==> src/hdl/touch_cmd_pkg.sv <==
package touch_cmd_pkg;
  localparam int        NUM_KEYS    = 48;
  localparam logic [7:0] CMD_REFS   = 8'h09;
  localparam logic [7:0] CMD_DELTAS = 8'h0A;
  localparam logic [7:0] CMD_ERRS   = 8'h0B;
  localparam logic [7:0] CMD_FAULT  = 8'h0C;
  localparam logic [7:0] CMD_SETUPS = 8'h0D;
  localparam logic [7:0] CMD_NVCRC  = 8'h0E;
  localparam logic [7:0] CMD_LAST   = 8'h0F;
  localparam logic [7:0] CMD_DIAG1  = 8'h10;
  localparam logic [7:0] CMD_DIAG3  = 8'h11;
  localparam logic [7:0] CMD_DIAG2  = 8'h12;
  localparam logic [7:0] CMD_SLEEP  = 8'h16;
  localparam logic [1:0] GRP_DATA   = 2'h1;
  localparam logic [1:0] GRP_STAT   = 2'h2;
  localparam logic [1:0] GRP_CAL    = 2'h3;
  localparam logic [7:0] RESTART    = 8'h01;
  localparam logic [7:0] CRC8_POLY  = 8'h07;
  localparam int        SETUPS_LEN  = 247;
  localparam int        STAT_EN     = 4;
  localparam int        STAT_DET    = 3;
  localparam int        STAT_LOW    = 2;
  localparam int        STAT_CAL    = 1;
  localparam int        STAT_FAIL   = 0;
  localparam int        ERR_BIT     = 6;
  localparam int        CLK_HZ      = 10_000_000;
  localparam int        TIMEOUT_MS  = 100;
  localparam int        TIMEOUT_CYC = CLK_HZ / 1000 * TIMEOUT_MS;
  localparam int        DIAG_CODE   = 24'h5A3C96; // arbitrary value
  localparam int        NUM_RAM     = 256;
endpackage

==> src/hdl/setups_ram.sv <==
`timescale 1ns/1ps
module setups_ram (
  input  wire logic       clk,
  input  wire logic       wrEn,
  input  wire logic [7:0] wrAddr,
  input  wire logic [7:0] wrData,
  input  wire logic [7:0] rdAddr,
  output logic      [7:0] rdData
);
  logic [7:0] mem [0:255];

  always_ff @(posedge clk) begin
    if (wrEn) begin
      mem[wrAddr] <= wrData;
    end
    rdData <= mem[rdAddr];
  end
endmodule

==> src/hdl/touch_cmd.sv <==
`timescale 1ns/1ps
module touch_cmd #(
  parameter int TIMEOUT = touch_cmd_pkg::TIMEOUT_CYC
) (
  input  wire logic        clk,
  input  wire logic        rst,
  input  wire logic        rxValid,
  input  wire logic [7:0]  rxData,
  input  wire logic        txReady,
  output logic             txValid,
  output logic [7:0]       txData,
  output logic             hostPacingLine,
  output logic             scanHalt,
  output logic             sleepMode,
  input  wire logic        wakePin,
  output logic             calStart,
  output logic [5:0]       calKey,
  output logic             commsError,
  output logic [5:0]       keySel,
  input  wire logic [15:0] keySignal,
  input  wire logic [15:0] keyReference,
  input  wire logic [7:0]  normalIntegratorCount,
  input  wire logic [4:0]  keyStatus,
  input  wire logic        keyError,
  input  wire logic [7:0]  faultBits,
  input  wire logic        setupWrEn,
  input  wire logic [7:0]  setupWrAddr,
  input  wire logic [7:0]  setupWrData,
  input  wire logic [15:0] setupCrc
);
  import touch_cmd_pkg::*;

  typedef enum {S_IDLE, S_LOAD, S_SEND, S_WAIT, S_SLEEP, S_WAKE} state_e;
  state_e state;

  // ----------------------------------------------------------
  // input sync for the wake pin
  // ----------------------------------------------------------
  logic wakeMeta;
  logic wakeSync;
  always_ff @(posedge clk) begin
    wakeMeta <= wakePin;
    wakeSync <= wakeMeta;
  end

  // ----------------------------------------------------------
  // response bookkeeping
  // ----------------------------------------------------------
  logic [7:0]  cmd;
  logic [7:0]  prevCmd;
  logic [8:0]  idx;
  logic [8:0]  total;
  logic        withCrc;
  logic [7:0]  crc8;
  logic [7:0]  pendCmd;
  logic        pending;
  logic [23:0] gap;
  logic        isDump;
  logic [7:0]  ramData;
  logic [7:0]  ramAddr;
  logic [7:0]  nextByte;
  logic [7:0] ramIdx;
  // error flags pack eight keys per byte; keys walked in bit order
  logic [7:0]  errByte;
  logic [2:0]  errBit;

  function automatic logic [7:0] crc8Step(input logic [7:0] c,
                                          input logic [7:0] d);
    logic [7:0] r;
    r = c ^ d;
    for (int i = 0; i < 8; i++) begin
      r = r[7] ? ((r << 1) ^ CRC8_POLY) : (r << 1);
    end
    return r;
  endfunction

  assign ramIdx  = idx[7:0];
  assign ramAddr = ramIdx;

  setups_ram ram (
    .clk    (clk),
    .wrEn   (setupWrEn),
    .wrAddr (setupWrAddr),
    .wrData (setupWrData),
    .rdAddr (ramAddr),
    .rdData (ramData)
  );

  logic [5:0] keyIdx;
  logic       keyOk;
  assign keyIdx = rxData[5:0];
  assign keyOk  = keyIdx < 6'(NUM_KEYS);

  logic known;
  always_comb begin
    known = 1'b1;
    case (rxData)
      CMD_REFS, CMD_DELTAS, CMD_ERRS, CMD_FAULT, CMD_SETUPS,
      CMD_NVCRC, CMD_LAST, CMD_DIAG1, CMD_DIAG3, CMD_DIAG2,
      CMD_SLEEP: known = 1'b1;
      default: known = (rxData[7:6] != 2'h0) && keyOk;
    endcase
  end

  // byte selected for the current index of the current command
  always_comb begin
    nextByte = 8'h00;
    case (cmd)
      CMD_REFS: begin
        nextByte = idx[0] ? keyReference[15:8] : keyReference[7:0];
      end
      CMD_DELTAS: begin
        nextByte = 8'(keyReference - keySignal);
      end
      CMD_ERRS: nextByte = {keyError, errByte[7:1]};
      CMD_FAULT: nextByte = faultBits;
      CMD_SETUPS: begin
        if (idx < 9'(SETUPS_LEN)) begin
          nextByte = ramData;
        end else begin
          nextByte = idx[0] ? setupCrc[7:0] : setupCrc[15:8];
        end
      end
      CMD_NVCRC: nextByte = idx[0] ? setupCrc[15:8] : setupCrc[7:0];
      CMD_LAST: nextByte = ~prevCmd;
      CMD_DIAG1, CMD_DIAG3, CMD_DIAG2: begin
        nextByte = 8'(DIAG_CODE >> (idx * 8));
      end
      default: begin
        case (cmd[7:6])
          GRP_DATA: begin
            case (idx)
              9'd0: nextByte = keySignal[7:0];
              9'd1: nextByte = keySignal[15:8];
              9'd2: nextByte = keyReference[7:0];
              9'd3: nextByte = keyReference[15:8];
              default: nextByte = normalIntegratorCount;
            endcase
          end
          GRP_STAT: nextByte = {3'h0, keyStatus};
          default: nextByte = ~cmd;
        endcase
      end
    endcase
  end

  // ----------------------------------------------------------
  // main sequencer
  // ----------------------------------------------------------
  always_ff @(posedge clk) begin
    if (rst) begin
      state <= S_IDLE;
      cmd <= 8'h00;
      prevCmd <= 8'h00;
      idx <= 9'h000;
      total <= 9'h000;
      withCrc <= 1'b0;
      crc8 <= 8'h00;
      pending <= 1'b0;
      pendCmd <= 8'h00;
      gap <= 24'h000000;
      isDump <= 1'b0;
      txValid <= 1'b0;
      txData <= 8'h00;
      hostPacingLine <= 1'b1;
      scanHalt <= 1'b0;
      sleepMode <= 1'b0;
      calStart <= 1'b0;
      calKey <= 6'h00;
      commsError <= 1'b0;
      keySel <= 6'h00;
      errByte <= 8'h00;
      errBit <= 3'h0;
    end else begin
      calStart <= 1'b0;
      if (pending && state == S_IDLE) begin
        if (gap == 24'(TIMEOUT - 1)) begin
          pending <= 1'b0;
        end
        gap <= gap + 24'h000001;
      end
      case (state)
        S_IDLE: begin
          if (rxValid) begin
            prevCmd <= cmd;
            cmd <= rxData;
            idx <= 9'h000;
            crc8 <= crc8Step(8'h00, rxData);
            keySel <= 6'h00;
            errByte <= 8'h00;
            errBit <= 3'h0;
            isDump <= 1'b0;
            withCrc <= 1'b0;
            if (!known) begin
              commsError <= 1'b1;
              pending <= 1'b0;
            end else if (rxData == CMD_SLEEP
                         || rxData[7:6] == GRP_CAL) begin
              if (pending && pendCmd == rxData) begin
                pending <= 1'b0;
                total <= 9'd1;
                state <= S_LOAD;
                if (rxData[7:6] == GRP_CAL) begin
                  calStart <= 1'b1;
                  calKey <= keyIdx;
                end
              end else begin
                pending <= 1'b1;
                pendCmd <= rxData;
                gap <= 24'h000000;
              end
            end else begin
              pending <= 1'b0;
              state <= S_LOAD;
              case (rxData)
                CMD_REFS: total <= 9'd96;
                CMD_DELTAS: total <= 9'd48;
                CMD_ERRS: begin
                  total <= 9'd6;
                  withCrc <= 1'b1;
                end
                CMD_FAULT, CMD_DIAG1: begin
                  total <= 9'd1;
                  withCrc <= 1'b1;
                end
                CMD_SETUPS: begin
                  total <= 9'(SETUPS_LEN + 2);
                  isDump <= 1'b1;
                  scanHalt <= 1'b1;
                  state <= S_WAIT; // first ram read
                end
                CMD_NVCRC, CMD_DIAG2: total <= 9'd2;
                CMD_LAST: begin
                  total <= 9'd1;
                  commsError <= 1'b0;
                end
                CMD_DIAG3: begin
                  total <= 9'd3;
                  withCrc <= 1'b1;
                end
                default: begin
                  keySel <= keyIdx;
                  if (rxData[7:6] == GRP_DATA) begin
                    total <= 9'd5;
                  end else begin
                    total <= 9'd1;
                    withCrc <= 1'b1;
                  end
                end
              endcase
            end
          end
        end
        S_LOAD: begin
          if (idx == total) begin
            txData <= crc8;
            txValid <= 1'b1;
            withCrc <= 1'b0;
            gap <= 24'h000000;
            state <= S_SEND;
          end else if (cmd == CMD_ERRS && errBit != 3'h7) begin
            errByte <= nextByte;
            errBit <= errBit + 3'h1;
            keySel <= keySel + 6'h01;
          end else begin
            txData <= nextByte;
            txValid <= 1'b1;
            crc8 <= crc8Step(crc8, nextByte);
            gap <= 24'h000000;
            state <= S_SEND;
          end
        end
        S_SEND: begin
          gap <= gap + 24'h000001;
          if (txReady) begin
            txValid <= 1'b0;
            if (idx == total) begin
              state <= S_IDLE;
              scanHalt <= 1'b0;
            end else begin
              idx <= idx + 9'h001;
              if (cmd == CMD_REFS && idx[0]) begin
                keySel <= keySel + 6'h01;
              end else if (cmd == CMD_DELTAS || cmd == CMD_ERRS) begin
                keySel <= keySel + 6'h01;
              end
              errBit <= 3'h0;
              if (idx + 9'h001 == total && !withCrc) begin
                if (cmd == CMD_SLEEP) begin
                  state <= S_SLEEP;
                  sleepMode <= 1'b1;
                  hostPacingLine <= 1'b0;
                end else begin
                  state <= S_IDLE;
                  scanHalt <= 1'b0;
                end
              end else begin
                state <= isDump ? S_WAIT : S_LOAD;
              end
            end
          end else if (isDump && gap == 24'(TIMEOUT - 1)) begin
            txValid <= 1'b0;
            scanHalt <= 1'b0;
            state <= S_IDLE;
          end
        end
        S_WAIT: state <= S_LOAD; // ram read latency
        S_SLEEP: begin
          if (wakeSync) begin
            sleepMode <= 1'b0;
            hostPacingLine <= 1'b1;
            txData <= RESTART;
            txValid <= 1'b1;
            state <= S_WAKE;
          end
        end
        S_WAKE: begin
          if (txReady) begin
            txValid <= 1'b0;
            state <= S_IDLE;
          end
        end
        default: state <= S_IDLE;
      endcase
    end
  end
endmodule

==> config.mk <==
export PLATFORM = sky130hd
export DESIGN_NAME = touch_cmd
export DESIGN_NICKNAME = d
export VERILOG_FILES = /design/src/hdl/touch_cmd_pkg.sv /design/src/hdl/setups_ram.sv /design/src/hdl/touch_cmd.sv
export SDC_FILE = /design/constraint.sdc
export NUM_CORES = 2
export LEC_CHECK = 0
export BUFFER_PORTS_ARGS = -buffer_cell sky130_fd_sc_hd__buf_2
export CORE_MARGIN = 1.5
export CORE_UTILIZATION = 56
export CTS_CLUSTER_SIZE = 28
export DETAILED_ROUTE_END_ITERATION = 12
export PLACE_DENSITY = 0.75
export SYNTH_ARGS = -nofsm -noshare
export SYNTH_HDL_FRONTEND = slang
export SYNTH_SLANG_ARGS = --single-unit
==> constraint.sdc <==
create_clock -name clk -period 3.6 [get_ports clk]
set_input_delay 0.72 -clock clk [delete_from_list [all_inputs] [get_ports clk]]
set_output_delay 0.72 -clock clk [all_outputs]
set_load 0.02 [all_outputs]
==> Implementation_results.wiki <==
{| class="wikitable"
! Metric !! Value
|-
| Synth Area in Compound Gates || 0.0360
|-
| Clock root buffer master || sky130_fd_sc_hd__clkbuf_16
|-
| Cell family contributing the most delay on the critical path || multiplexers
|-
| RSZ-0062 raised after global routing || no
|-
| Final slew viol count || 0
|-
| Final WL || approximately 210000 um
|-
| H-tree levels || 4
|-
| Clk pin slew, worst setup/hold paths || 0.07 ns
|-
| Data required time at the worst endpoint || roughly 4.3 ns
|-
| Die area || 0.159 mm2
|-
| Top flip-flop cell by instance count after synthesis || sky130_fd_sc_hd__edfxtp_1
|-
| Clock buffer depth || 3
|-
| Register-to-register setup slack || ~0.11 ns
|-
| Static leakage || about 31 nW
|-
| Count of vias placed by the detailed router || about 47000
|-
| CP max stage cell || sky130_fd_sc_hd__mux4_2
|-
| Die extent in y || ~400 um
|-
| Setup-violating endpoint count in the final report || 0
|-
| Power, Total || 51.6 mW
|-
| Proportion of synthesized area in mux cells || 0.168
|-
| Total global-route track usage || 0.271
|-
| Final HPWL DP || roughly 130000 um
|-
| Weighted congestion reported at the end of routability-driven placement || 0.936
|-
| Horizontal extent of the die || between 300 and 400 um
|-
| Worst Max-Slew Pin Slew || between 1 and 1.5 ns
|-
| Max_slew headroom || 0.296
|-
| Seq cells post-synth || between 2000 and 2500
|-
| Placement Rows || 145
|-
| Wire length of the first global-routing pass || 314000 um
|-
| Setup skew after layout || 0.0583 ns
|-
| Critical Path Sink Type || register
|-
| Initial Utilization || 0.563
|-
| End of the worst register-to-register path || ram.rdData[6]
|-
| Avg Inst Size Synth || approximately 19 um2
|-
| Post-synthesis sequential area ratio || 0.729
|-
| Reg-to-reg startpoint || idx[0]
|-
| Tcrit/Tclk final || 0.969
|-
| Number of global-route vias before repair || between 40000 and 50000
|-
| Largest net degree at the start of global routing || between 100 and 150
|-
| Number of nets in the layout || approximately 5300
|-
| Clock insertion delay at the later pin of the skew report || approximately 0.85 ns
|-
| Drt drc || 0
|-
| # port buffers || approximately 130
|-
| Number of I/O pins || ~130
|-
| Layout Cell Area excl Fill || 0.101 mm2
|-
| Cell Pwr Density || around 510 mW/mm2
|-
| Number of distinct library cell variants in the gate-level netlist after synthesis || 87
|-
| Initial antenna violation count || 14
|-
| Number of buffer and inverter stages on the critical path || 2
|-
| Syn Inst Count || 4638
|-
| Number of instances on the worst hold path || 3
|-
| Worst setup path endpoint || ram.rdData[6]
|-
| Data arrival at the endpoint of the critical path || 4.16 ns
|-
| Status || complete, no violations
|-
| Yosys Warn Count || 0
|-
| Sinks on Clock Net || 2172
|-
| Count of antenna-violating nets left after detailed routing || 0
|-
| Detailed-router iteration count before antenna repair || 6
|-
| Worst min-delay path class || in -> reg
|-
| Mean number of vias per cell || about 6.4
|-
| Placed cell area || between 0.09 and 0.1 mm2
|-
| Ys async rst share || 0
|-
| CTS tree || done
|-
| Number of nets in the synthesized netlist || 4768
|-
| Layout cells sized above 1 || 0.282
|-
| Maxcap violations || 0
|-
| Syn Std Cell Area || just under 0.09 mm2
|-
| Number of flops mapped to enable cells by yosys || ~2000
|-
| Floorplan Core Area || ~0.16 mm2
|-
| Worst setup path class || reg -> reg
|-
| Maximum net fanout on the critical path || 29
|-
| Number of cells traversed by the worst register-to-register path || 8
|-
| Fraction of synthesized cell area in xor and xnor cells || 0.00530
|-
| Drt wl/cell || 28.9 um
|-
| Number of buffers added by the clock tree synthesis step || a little over 200
|-
| Maximum resistive drop on vdd || 0.494 mV
|-
| Category of the worst setup path launch point || register
|-
| Post-CTS setup-driven buffer insertion count || 0
|-
| Fill count || between 10000 and 15000
|-
| Minimum period implied by the final worst setup slack || roughly 3.5 ns
|-
| Overflow after GRT || 0
|-
| Cells along the critical path || buf_12 -> buf_12 -> mux4_2 -> mux4_2 -> mux2i_1 -> nor2_1 -> o311ai_0 -> o211ai_1
|-
| Final hold vios || 0
|-
| Signed area change from the synthesized netlist to the final layout || 14.6%
|-
| Post-synthesis share of cell area spent on full adders, half adders and majority gates || 0.00436
|-
| Simple-gate portion of the synthesized area || 0.0415
|-
| Maximum cell stage delay along the critical path || about 0.58 ns
|-
| Max frequency || about 290 MHz
|-
| Violation count after the first detailed-route iteration || a little under 6000
|-
| Launching instance or port of the critical path || idx[0]
|-
| Dominant combinational cell family by area after synthesis || multiplexers
|-
| Critical path depth in cells || 8
|}
==> worst min-delay path by stage <==
stage,endpoint,from,slack [ns]
detailed placement,wakeSync,wakeMeta,0.32
global placement,wakeSync,wakeMeta,0.32
finish,cmd[7],rxData[7],0.27
floorplan,wakeSync,wakeMeta,0.31
CTS,cmd[7],rxData[7],0.20
global route,cmd[7],rxData[7],0.24
==> cell usage after synthesis, types with 7 or more instances <==
library cell,n,share of area
sky130_fd_sc_hd__a211oi_1,10,0.00086
sky130_fd_sc_hd__a21oi_1,107,0.0061
sky130_fd_sc_hd__a221oi_1,8,0.00080
sky130_fd_sc_hd__a22oi_1,32,0.0027
sky130_fd_sc_hd__a31oi_1,22,0.0016
sky130_fd_sc_hd__and2_1,8,0.00057
sky130_fd_sc_hd__and3_1,18,0.0013
sky130_fd_sc_hd__buf_1,18,0.00077
sky130_fd_sc_hd__buf_2,74,0.0042
sky130_fd_sc_hd__clkbuf_1,194,0.0083
sky130_fd_sc_hd__dfxtp_1,124,0.028
sky130_fd_sc_hd__edfxtp_1,2048,0.70
sky130_fd_sc_hd__ha_1,29,0.0041
sky130_fd_sc_hd__inv_1,46,0.0020
sky130_fd_sc_hd__mux2_2,7,0.00090
sky130_fd_sc_hd__mux2i_1,164,0.019
sky130_fd_sc_hd__mux4_2,578,0.15
sky130_fd_sc_hd__nand2_1,168,0.0072
sky130_fd_sc_hd__nand3_1,67,0.0038
sky130_fd_sc_hd__nand4_1,20,0.0014
sky130_fd_sc_hd__nor2_1,416,0.018
sky130_fd_sc_hd__nor2b_1,23,0.0016
sky130_fd_sc_hd__nor3_1,31,0.0018
sky130_fd_sc_hd__nor3b_1,7,0.00060
sky130_fd_sc_hd__nor4_1,8,0.00057
sky130_fd_sc_hd__o211ai_1,19,0.0016
sky130_fd_sc_hd__o21ai_0,107,0.0061
sky130_fd_sc_hd__o221ai_1,37,0.0037
sky130_fd_sc_hd__o22ai_1,44,0.0031
sky130_fd_sc_hd__o31ai_1,7,0.00060
sky130_fd_sc_hd__or2_2,8,0.00057
sky130_fd_sc_hd__or3_1,13,0.00093
sky130_fd_sc_hd__xnor2_1,35,0.0035
sky130_fd_sc_hd__xor2_1,11,0.0011
==> cell families (layout without fill, tap and decap cells) <==
kind of cell,count (synthesis),after routing
adder cells (fa/ha/maj),30,30
AND/OR/NAND/NOR,821,821
XOR/XNOR,49,49
AO/OA/AOI/OAI,479,479
flip-flops,2172,2172
buffers and inverters,338,998
multiplexers,749,749
other,0,8
==> metal layers <==
metal,up-vias,part of all wire,track usage
li1,19900,-,-
met1,24500,0.38,0.373
met2,2532,0.49,0.434
met3,451,0.097,0.0599
met4,16,0.034,0.0885
met5,-,0.00060,0
==> through the flow <==
step / util / hold WS, ns / TNS [ns] / setup slack (ns) / cells
2_1_floorplan: - / 0.310 / 0 / 0.0457 / 4638
3_3_place_gp: 0.600 / 0.321 / -0.454 / -0.233 / 6971
3_5_place_dp: 0.600 / 0.319 / -0.342 / -0.202 / 6971
4_1_cts: 0.645 / 0.204 / 0 / 0.0689 / 7356
5_1_grt: 0.645 / 0.243 / 0 / 0.00545 / 7357
6_report: 0.645 / 0.270 / 0 / 0.110 / 7364
==> state kept, by name, summed over array words and instances, names as in the netlist, 3 cells and up <==
signal and flops:
keySel 6, ram.mem 2048, txData 8, pendCmd 8, ram.rdData 8, prevCmd 8, total 7, idx 9
gap 24, errByte 7, state 3, crc8 8, calKey 6, cmd 8, errBit 3
==> timing repair <==
item,CTS,global route
endpoints found under the setup margin,0,10
gates resized for setup,0,10
endpoints found under the hold margin,1,0
hold buffers,1,0
==> cell usage in the layout (no fill, tap or decap), types with 11 or more instances in the layout <==
| cell type | instances |
|---|---|
| sky130_fd_sc_hd__o211ai_1 | 19 |
| sky130_fd_sc_hd__bufinv_16 | 25 |
| sky130_fd_sc_hd__ha_1 | 29 |
| sky130_fd_sc_hd__o221ai_1 | 37 |
| sky130_fd_sc_hd__mux2i_1 | 162 |
| sky130_fd_sc_hd__xor2_1 | 11 |
| sky130_fd_sc_hd__buf_4 | 411 |
| sky130_fd_sc_hd__mux4_2 | 578 |
| sky130_fd_sc_hd__dfxtp_1 | 118 |
| sky130_fd_sc_hd__buf_2 | 116 |
| sky130_fd_sc_hd__a22oi_1 | 32 |
| sky130_fd_sc_hd__nor2_1 | 416 |
| sky130_fd_sc_hd__clkbuf_16 | 209 |
| sky130_fd_sc_hd__and3_1 | 17 |
| sky130_fd_sc_hd__inv_1 | 46 |
| sky130_fd_sc_hd__clkbuf_8 | 12 |
| sky130_fd_sc_hd__buf_12 | 31 |
| sky130_fd_sc_hd__clkbuf_1 | 38 |
| sky130_fd_sc_hd__nand4_1 | 20 |
| sky130_fd_sc_hd__xnor2_1 | 33 |
| sky130_fd_sc_hd__edfxtp_1 | 2048 |
| sky130_fd_sc_hd__a31oi_1 | 21 |
| sky130_fd_sc_hd__o21ai_0 | 107 |
| sky130_fd_sc_hd__o22ai_1 | 44 |
| sky130_fd_sc_hd__nor2b_1 | 23 |
| sky130_fd_sc_hd__nor3_1 | 31 |
| sky130_fd_sc_hd__nand2_1 | 167 |
| sky130_fd_sc_hd__clkinv_1 | 39 |
| sky130_fd_sc_hd__clkinv_2 | 43 |
| sky130_fd_sc_hd__or3_1 | 13 |
| sky130_fd_sc_hd__nand3_1 | 67 |
| sky130_fd_sc_hd__a21oi_1 | 106 |
==> tightest hold or removal path: cells and delay by family <==
family          cells  cell delay (ns)
buf+inv             1             0.17
simple gates        1             0.08
compound gates      1             0.06
==> power breakdown <==
group	switching [mW]	internal, mW
clock network	9.36	12.6
registers	0.0960	27.7
logic	1.24	0.672
==> area by class of cell <==
class                      count  area (um2)  area share
sequential                  2172       64000       0.637
multi-input combinational   2128       22400       0.223
clock buffer                 251        5430      0.0540
timing repair buffer         568        4430      0.0441
tap                         2058        2570      0.0256
clock inverter               133        1470      0.0146
inverter                      46         173     0.00172
antenna                        8        20.0    0.000199
(Power assumes the default switching activity.)
